<file path="src/hw/tspl_pkg.sv">
// Purpose: shared constants for the trap status and priority level block
// Assumes: 32-bit AXI4-Lite data, 16-bit registers in the low half of a word
// Notes: offsets are byte addresses
package tspl_pkg;
	// five address bits so that the mask register at 0x10 does not alias offset 0
	localparam logic [4:0] addr_core_priority_control = 5'h00;
	localparam logic [4:0] addr_trap_status_control = 5'h04;
	localparam logic [4:0] addr_cpu_status_word = 5'h08;
	localparam logic [4:0] addr_irq_status = 5'h0c;
	localparam logic [4:0] addr_irq_mask = 5'h10;
	localparam int reg_width = 16;
	localparam int pos_priority_upper_bit = 3;
	localparam int pos_nesting_disable = 15;
	localparam int pos_divide_zero_flag = 6;
	localparam int pos_math_trap_flag = 4;
	localparam int pos_address_trap_flag = 3;
	localparam int pos_stack_trap_flag = 2;
	localparam int pos_osc_fail_trap_flag = 1;
	localparam int pos_lower_lo = 5;
	localparam logic [15:0] trap_flag_mask = 16'h005e;
	localparam logic [15:0] trap_ctl_write_mask = 16'h805e;
	localparam logic [15:0] status_lower_mask = 16'h00e0;
	localparam logic [2:0] max_lower_level = 3'h7;
	localparam logic [4:0] irq_bits_mask = 5'h1f;
	localparam logic [1:0] resp_okay = 2'h0;
	localparam logic [1:0] resp_slverr = 2'h2;
endpackage : tspl_pkg

</file>
<file path="src/hw/tspl_top.sv">
// Purpose: trap status flags and priority level upper bit, AXI4-Lite registers
// Assumes: trap and level inputs are single-cycle pulses from core logic on aclk
// Notes: registers occupy bits 15:0 of each word, upper bits read zero
//
// The implementer's own choices: the AXI4-Lite register port and the register offsets.
`timescale 1ns/1ps
`default_nettype none
module tspl_top (
	input wire logic aclk,
	input wire logic aresetn,
	input wire logic [4:0] s_axi_awaddr,
	input wire logic [2:0] s_axi_awprot,
	input wire logic s_axi_awvalid,
	output logic s_axi_awready,
	input wire logic [31:0] s_axi_wdata,
	input wire logic [3:0] s_axi_wstrb,
	input wire logic s_axi_wvalid,
	output logic s_axi_wready,
	output logic [1:0] s_axi_bresp,
	output logic s_axi_bvalid,
	input wire logic s_axi_bready,
	input wire logic [4:0] s_axi_araddr,
	input wire logic [2:0] s_axi_arprot,
	input wire logic s_axi_arvalid,
	output logic s_axi_arready,
	output logic [31:0] s_axi_rdata,
	output logic [1:0] s_axi_rresp,
	output logic s_axi_rvalid,
	input wire logic s_axi_rready,
	input wire logic trap_divide_zero,
	input wire logic trap_math,
	input wire logic trap_address,
	input wire logic trap_stack,
	input wire logic trap_osc_fail,
	input wire logic core_level_load,
	input wire logic [3:0] core_level_value,
	input wire logic [2:0] pending_level,
	input wire logic pending_valid,
	input wire logic handler_active,
	output logic [3:0] cpu_level,
	output logic nesting_disable,
	output logic take_interrupt,
	output logic irq
);
	typedef struct packed {
		logic aw_full;
		logic [4:0] aw_addr;
		logic w_full;
		logic [31:0] w_data;
		logic [3:0] w_strb;
		logic b_valid;
		logic [1:0] b_resp;
		logic r_valid;
		logic [31:0] r_data;
		logic [1:0] r_resp;
		logic priority_upper_bit;
		logic [2:0] priority_lower_bits;
		logic nesting_disable;
		logic [15:0] trap_flags;
		logic [4:0] irq_status;
		logic [4:0] irq_mask;
	} tspl_state_type;

	tspl_state_type state;
	tspl_state_type next_state;
	logic [4:0] trap_events;
	logic [15:0] wr_val;
	logic do_write;

	function automatic logic [31:0] tspl_read(input logic [4:0] addr, input tspl_state_type s);
		logic [31:0] v;
		v = 32'h0000_0000;
		unique case (addr)
			tspl_pkg::addr_core_priority_control:
				v[tspl_pkg::pos_priority_upper_bit] = s.priority_upper_bit;
			tspl_pkg::addr_trap_status_control: begin
				v[15:0] = s.trap_flags & tspl_pkg::trap_flag_mask;
				v[tspl_pkg::pos_nesting_disable] = s.nesting_disable;
			end
			tspl_pkg::addr_cpu_status_word:
				v[7:5] = s.priority_lower_bits;
			tspl_pkg::addr_irq_status:
				v[4:0] = s.irq_status;
			tspl_pkg::addr_irq_mask:
				v[4:0] = s.irq_mask;
			default: v = 32'h0000_0000;
		endcase
		return v;
	endfunction

	function automatic logic addr_ok(input logic [4:0] addr);
		return addr == tspl_pkg::addr_core_priority_control
			|| addr == tspl_pkg::addr_trap_status_control
			|| addr == tspl_pkg::addr_cpu_status_word
			|| addr == tspl_pkg::addr_irq_status
			|| addr == tspl_pkg::addr_irq_mask;
	endfunction

	assign trap_events = {trap_divide_zero, trap_math, trap_address, trap_stack, trap_osc_fail};
	assign do_write = state.aw_full && state.w_full && !state.b_valid;
	// byte lanes 0 and 1 carry the 16-bit register
	assign wr_val = {state.w_strb[1] ? state.w_data[15:8] : 8'h00,
		state.w_strb[0] ? state.w_data[7:0] : 8'h00};

	always_comb begin
		logic [15:0] keep;
		logic [15:0] flags;
		keep = {{8{state.w_strb[1]}}, {8{state.w_strb[0]}}};
		next_state = state;
		if (s_axi_awvalid && s_axi_awready) begin
			next_state.aw_full = 1'b1;
			next_state.aw_addr = s_axi_awaddr;
		end
		if (s_axi_wvalid && s_axi_wready) begin
			next_state.w_full = 1'b1;
			next_state.w_data = s_axi_wdata;
			next_state.w_strb = s_axi_wstrb;
		end
		if (state.b_valid && s_axi_bready) begin
			next_state.b_valid = 1'b0;
		end
		if (state.r_valid && s_axi_rready) begin
			next_state.r_valid = 1'b0;
		end
		if (s_axi_arvalid && s_axi_arready) begin
			next_state.r_valid = 1'b1;
			next_state.r_data = tspl_read(s_axi_araddr, state);
			next_state.r_resp = addr_ok(s_axi_araddr) ? tspl_pkg::resp_okay : tspl_pkg::resp_slverr;
		end
		// core level update first, software writes act after it
		if (core_level_load) begin
			next_state.priority_upper_bit = core_level_value[3];
			next_state.priority_lower_bits = core_level_value[2:0];
		end
		flags = state.trap_flags;
		if (do_write) begin
			next_state.aw_full = 1'b0;
			next_state.w_full = 1'b0;
			next_state.b_valid = 1'b1;
			next_state.b_resp = addr_ok(state.aw_addr) ? tspl_pkg::resp_okay : tspl_pkg::resp_slverr;
			unique case (state.aw_addr)
				tspl_pkg::addr_core_priority_control:
					// writing zero clears, writing one has no effect
					if (keep[tspl_pkg::pos_priority_upper_bit]
						&& !wr_val[tspl_pkg::pos_priority_upper_bit]) begin
						next_state.priority_upper_bit = 1'b0;
					end
				tspl_pkg::addr_trap_status_control: begin
					flags = (flags & ~(keep & tspl_pkg::trap_flag_mask))
						| (wr_val & keep & tspl_pkg::trap_flag_mask);
					if (keep[tspl_pkg::pos_nesting_disable]) begin
						next_state.nesting_disable = wr_val[tspl_pkg::pos_nesting_disable];
					end
				end
				tspl_pkg::addr_cpu_status_word:
					if (!state.nesting_disable && keep[7]) begin
						next_state.priority_lower_bits = wr_val[7:5];
					end
				tspl_pkg::addr_irq_status:
					next_state.irq_status = state.irq_status & ~wr_val[4:0];
				tspl_pkg::addr_irq_mask:
					if (keep[0]) begin
						next_state.irq_mask = wr_val[4:0] & tspl_pkg::irq_bits_mask;
					end
				default: begin
				end
			endcase
		end
		// trap events win over a clear in the same cycle
		if (trap_divide_zero) flags[tspl_pkg::pos_divide_zero_flag] = 1'b1;
		if (trap_math) flags[tspl_pkg::pos_math_trap_flag] = 1'b1;
		if (trap_address) flags[tspl_pkg::pos_address_trap_flag] = 1'b1;
		if (trap_stack) flags[tspl_pkg::pos_stack_trap_flag] = 1'b1;
		if (trap_osc_fail) flags[tspl_pkg::pos_osc_fail_trap_flag] = 1'b1;
		next_state.trap_flags = flags & tspl_pkg::trap_flag_mask;
		next_state.irq_status = next_state.irq_status | trap_events;
		if (!aresetn) begin
			next_state = '0;
		end
	end

	always_ff @(posedge aclk) begin
		state <= next_state;
	end

	assign s_axi_awready = !state.aw_full;
	assign s_axi_wready = !state.w_full;
	assign s_axi_bvalid = state.b_valid;
	assign s_axi_bresp = state.b_resp;
	assign s_axi_arready = !state.r_valid;
	assign s_axi_rvalid = state.r_valid;
	assign s_axi_rdata = state.r_data;
	assign s_axi_rresp = state.r_resp;
	assign cpu_level = {state.priority_upper_bit, state.priority_lower_bits};
	assign nesting_disable = state.nesting_disable;
	assign irq = |(state.irq_status & state.irq_mask);

	tspl_arbiter u_arbiter (
		.cpu_level(cpu_level),
		.pending_level(pending_level),
		.pending_valid(pending_valid),
		.handler_active(handler_active),
		.nesting_disable(state.nesting_disable),
		.take_interrupt(take_interrupt)
	);
endmodule // tspl_top
`default_nettype wire

</file>
<file path="src/hw/tspl_arbiter.sv">
// Purpose: decides whether a pending user interrupt may be taken
// Assumes: pending level and running state come from core logic on aclk
// Notes: purely combinational, traps are never gated here
`timescale 1ns/1ps
`default_nettype none
module tspl_arbiter (
	input wire logic [3:0] cpu_level,
	input wire logic [2:0] pending_level,
	input wire logic pending_valid,
	input wire logic handler_active,
	input wire logic nesting_disable,
	output logic take_interrupt
);
	always_comb begin
		take_interrupt = 1'b0;
		// upper level bit blocks every user source
		if (pending_valid && !cpu_level[3]) begin
			if (handler_active && nesting_disable) begin
				take_interrupt = 1'b0;
			end else begin
				take_interrupt = pending_level > cpu_level[2:0];
			end
		end
	end
endmodule // tspl_arbiter
`default_nettype wire

</file>
<file path="config.mk">
export PLATFORM = sky130hd
export DESIGN_NAME = tspl_top
export DESIGN_NICKNAME = d
export VERILOG_FILES = /design/src/hw/tspl_pkg.sv /design/src/hw/tspl_top.sv /design/src/hw/tspl_arbiter.sv
export SDC_FILE = /design/constraint.sdc
export NUM_CORES = 1
export LEC_CHECK = 0
export BUFFER_PORTS_ARGS = -buffer_cell sky130_fd_sc_hd__clkbuf_2
export CAP_MARGIN = 20
export CORE_ASPECT_RATIO = 0.75
export CORE_MARGIN = 2
export CORE_UTILIZATION = 52
export CTS_BUF_LIST = sky130_fd_sc_hd__clkbuf_2
export CTS_CLUSTER_SIZE = 40
export DETAILED_ROUTE_END_ITERATION = 7
export PLACE_DENSITY = 0.95
export SLEW_MARGIN = 40
export SYNTH_ARGS = -nofsm -noshare
export SYNTH_HDL_FRONTEND = slang
export SYNTH_SLANG_ARGS = --single-unit
export TNS_END_PERCENT = 5
</file>
<file path="constraint.sdc">
create_clock -name aclk -period 2.4 [get_ports aclk]
set_input_delay 0.12 -clock aclk [delete_from_list [all_inputs] [get_ports aclk]]
set_output_delay 0.12 -clock aclk [all_outputs]
set_load 0.02 [all_outputs]
</file>
# Word level (Yosys, flattened, before mapping)
# Cells that the tools add are included.
# word_totals
regBits	85
output_inout_bits	48
# op_classes
magnitude_cmp	1
eq_ne	8
n_mux	34
bitwise	9
n_reduce_logical	49
# op_table
op	n
2-to-1 mux 35 bit	1
2-to-1 mux 8 bit	3
nonzero test 2 bit	12
== test 5 x 4 -> 1 bit, second input constant	4
2-to-1 mux 5 bit	4
AND 7 bit	2
2-to-1 mux 7 bit	2
2-to-1 mux 1 bit	13
logical AND 1 bit	11
AND 5 bit	2
== test 5 x 3 -> 1 bit, second input constant	2
== test 5 bit, second input constant	2
zero test 5 bit	2
2-to-1 mux 10 bit	1
AND reduction 2 bit	5
2-to-1 mux 3 bit	3
case mux 3 bit (3 select lines)	1
logical OR 1 bit	8
zero test 1 bit	7
inverter 7 bit	1
bitwise OR 7 bit	1
case mux 3 bit (2 select lines)	1
AND reduction 3 bit	2
inverter 5 bit	1
other kinds (9)	10

# Longest topological paths before layout
# logic_depth
ltp_word	7
depth_mapped	6
mapped_depth_nobuf	6

# Cells and area by module
# Synthesis repeated with hierarchy kept, for this count alone.
# hier_totals
cells_unflattened	318
hier_area_um2	2683.8
# modules_own_cells
mod	instances	cells_each	area_per_inst_um2	seq_area_each_um2
tspl_top	1	306	2587.5	1021.0
tspl_arbiter	1	12	96.3	0.0

# Least setup slack after synthesis
# No wires, ideal clock.
# synth_timing
kind	reg-to-output
from	reg state, in the netlist cpu_level[1]
to	out take_interrupt
arrival_ns	1.408
required_ns	2.280
path_slack_ns	0.872
path_stages_with_launch	6
path_buffers	0
cell_sequence	dfxtp_1 > inv_1 > ha_1 > a21o_1 > a21oi_1 > a311oi_1
# synth_between
elab_chain_len	3
# synth_rtl
item	line_no	rtl
start: declaration	tspl_top.sv:64	tspl_state_type state;
start signal: assignment	tspl_top.sv:183	state <= next_state;
greater-than comparator 3 bit	tspl_arbiter.sv:21	take_interrupt = pending_level > cpu_level[2:0];
2-to-1 mux 1 bit	tspl_arbiter.sv:18	if (handler_active && nesting_disable) begin
2-to-1 mux 1 bit	tspl_arbiter.sv:17	if (pending_valid && !cpu_level[3]) begin
end: declaration	tspl_top.sv:42	output logic take_interrupt,
# Every way passes these cells.

# Worst setup path after layout
# Same ends and word-level chain as after synthesis.

==> summary.md <==
| Metric | Value |
|---|---|
| Syn Inst Count | `301` |
| TritonCTS Sinks | `51` |
| I/O Buffers | `65` |
| HP Class | `in2reg` |
| CORE AREA | `slightly below 0.005 mm^2` |
| Setup TNS | `0 ps` |
| Ys Warns | `0` |
| Setup crit end kind | `output pin` |
| Die area | `0.005583 mm^2` |
| EDFF count, synth | `0` |
| Final std cells w/o fill | `433` |
| Max clock buf depth | `2` |
| 1st-pass router iterations | `4` |
| Initial DRC count | `69` |
| Final nets | `449` |
| Clk slew on worst S/H paths | `approximately 230 ps` |
| Yosys cell types | `42` |
| Clock skew | `34.86 ps` |
| Final Max Tran Viols | `0` |
| Routability cong. | `0.8277` |
| Post-synthesis register bit count | `51` |
| Final Cell Area | `0.003050 mm^2` |
| Initial antenna violation count | `0` |
| CTS Buf Count | `5` |
| HPWL after DPL | `4162 um` |
| Netlist Area Pre-Place | `around 0.0026 mm^2` |
| First-pass GRT wire length | `9356 um` |
| Setup CP Type | `reg2out` |
| Antenna Violating Nets Remaining | `0` |
| Slack of the worst reg-to-reg path | `820 ps` |
| Die Span X | `85.61 um` |
| RSZ-0062 raised after global routing | `false` |
| Final Critical Period | `1932 ps` |
| Clock latency on the worst-skew pair | `440 ps` |
| Vias in the first global route | `2100` |
| Final clock period utilization by the worst path | `0.8048` |
| DP Cell Count | `approximately 400` |
| PwrDens | `510.7 mW/mm^2` |
| Final setup violation count | `0` |
| Detailed Route WL | `between 5000 and 6000 um` |
| Ys async rst share | `0` |
| Area growth syn-to-layout | `17.44%` |
| Largest net degree at the start of global routing | `30` |
| Antenna Cells | `0` |
| DR vias/cell | `5.111` |
| CP startpoint kind | `flip-flop` |
| Arrival time of the worst setup path | `1810 ps` |
| Final hold vios | `0` |
| Cell Rows | `22` |
| Status | `complete, no violations` |
| Setup Fix Bufs, Post-CTS | `0` |
| Most frequent cells in the layout | `71 x clkbuf_2, 51 x dfxtp_1, 43 x nand2_1` |
| End-of-flow core utilization | `0.6296` |
| Max-slew headroom | `0.5256` |
| Layout cells sized above 1 | `0.2172` |
| Post-DP Area | `0.002748 mm^2` |
| Vias | `2213` |
| Leakage power | `1.408 nW` |
| CTS tree | `built` |
| Worst slew pin tran | `706.1 ps` |
| Die Height | `65.21 um` |
| CP required | `between 2000 and 2500 ps` |
| CTS root buf | `clkbuf_2` |
| Overall routing resource usage | `0.2081` |
| FMAX | `517.7 MHz` |
| Starting density of the core | `0.5362` |
| I/O pin cnt | `between 100 and 150` |
| Max Fanout on Critical Path | `3` |
| GRT overflow | `0` |
| Maxcap violations | `0` |
| Residual DRC count | `0` |
| Most common cell after layout, fill and taps aside | `clkbuf_2` |
| Prevailing post-synth register cell | `dfxtp_1` |
| H-Tree Depth | `2` |
| Drt wl/cell | `13.02 um` |
| Post-synthesis area per instance | `8.630 um^2` |
| Sequential area share after synthesis | `0.3931` |
| Max VDD drop | `about 320 uV` |
-- sequential cells by signal (all words and copies together) (netlist names) --
signal,count
state,33
s_axi_rdata,9
cpu_level,4
nesting_disable,1
s_axi_bresp,1
s_axi_bvalid,1
s_axi_rresp,1
s_axi_rvalid,1
-- synthesized netlist by cell type, drive strengths merged (3+ instances only) --
library cell | instances | area share
buf | 42 | 0.12
a41oi | 5 | 0.017
inv | 12 | 0.017
nor2b | 13 | 0.031
mux2i | 12 | 0.046
dfxtp | 51 | 0.39
nor2 | 10 | 0.014
nand4 | 6 | 0.017
clkbuf | 10 | 0.014
and2 | 3 | 0.0072
nand3 | 8 | 0.015
and3 | 4 | 0.0096
ha | 3 | 0.014
o21ai | 23 | 0.044
a22o | 4 | 0.013
a21boi | 19 | 0.055
a22oi | 5 | 0.014
nand2 | 43 | 0.062
o211a | 4 | 0.015
-- final cells by class --
cell class | count | area, um^2
Sequential cell | 51 | 1021
Timing Repair Buffer | 92 | 593.1
Clock buffer | 6 | 30.03
Multi-Input combinational cell | 210 | 1274
Clock inverter | 2 | 12.51
Fill cell | 411 | 1794
Tap cell | 60 | 75.07
Inverter | 12 | 45.04
-- kinds of logic (layout without fill, tap and decap cells) --
group | count (synthesis) | in the layout | synth area share
buffers and inverters | 64 | 112 | 0.1513
adder cells (fa/ha/maj) | 3 | 3 | 0.01445
multiplexers | 13 | 13 | 0.05058
other | 1 | 25 | 0.001444
AND/OR/NAND/NOR | 97 | 97 | 0.1951
flip-flops | 51 | 51 | 0.3931
AO/OA/AOI/OAI | 72 | 72 | 0.1941
-- power breakdown --
part	internal (mW)	switching (mW)
clock	0.0754	0.267
sequential	0.890	0.0403
combinational	0.124	0.161
-- critical path: stages (launching register included) --
cell	delay, ps
dfxtp_1	400
inv_1	80
ha_1	300
a21o_1	110
a21oi_1	60
a311oi_1	240
clkbuf_2	210
-- stage by stage --
| stage | setup WS [ps] | hold WS (ps) | power, mW |
|---|---|---|---|
| 2_1_floorplan | 871.5 | 235.8 | 1.150 |
| 3_3_place_gp | 945.4 | 354.0 | 1.185 |
| 3_5_place_dp | 876.9 | 357.1 | 1.194 |
| 4_1_cts | 443.0 | 14.73 | 1.561 |
| 5_1_grt | 306.8 | 4.288 | 1.637 |
| 6_report | 468.4 | 24.99 | 1.558 |
-- path summary, 6_finish.rpt --
path,depth (start not counted),start,endpoint
hold / removal,4,core_level_value[2],cpu_level[2]$_SDFF_PN0_
setup / recovery,6,cpu_level[1]$_SDFF_PN0_,take_interrupt
hold reg to reg,2,s_axi_rdata[2]$_SDFFE_PN0P_,s_axi_rdata[2]$_SDFFE_PN0P_
setup reg to reg,4,state[105]$_SDFFE_PP0P_,state[7]$_SDFF_PN0_
-- repair_timing --
action	CTS	global route
gates resized for setup	0	0
endpoints found under the hold margin	30	0
hold buffers	26	0
-- routing by layer --
metal | routed length [um] | vias up | track usage
li1 | - | 1124 | -
met1 | 2620 | 1010 | 0.2634
met2 | 2628 | 72 | 0.3633
met3 | 345 | 7 | 0.04648
met4 | 42 | 0 | 0.04960
met5 | 0 | - | 0
Note: power is estimated with default switching activity, not from simulation.
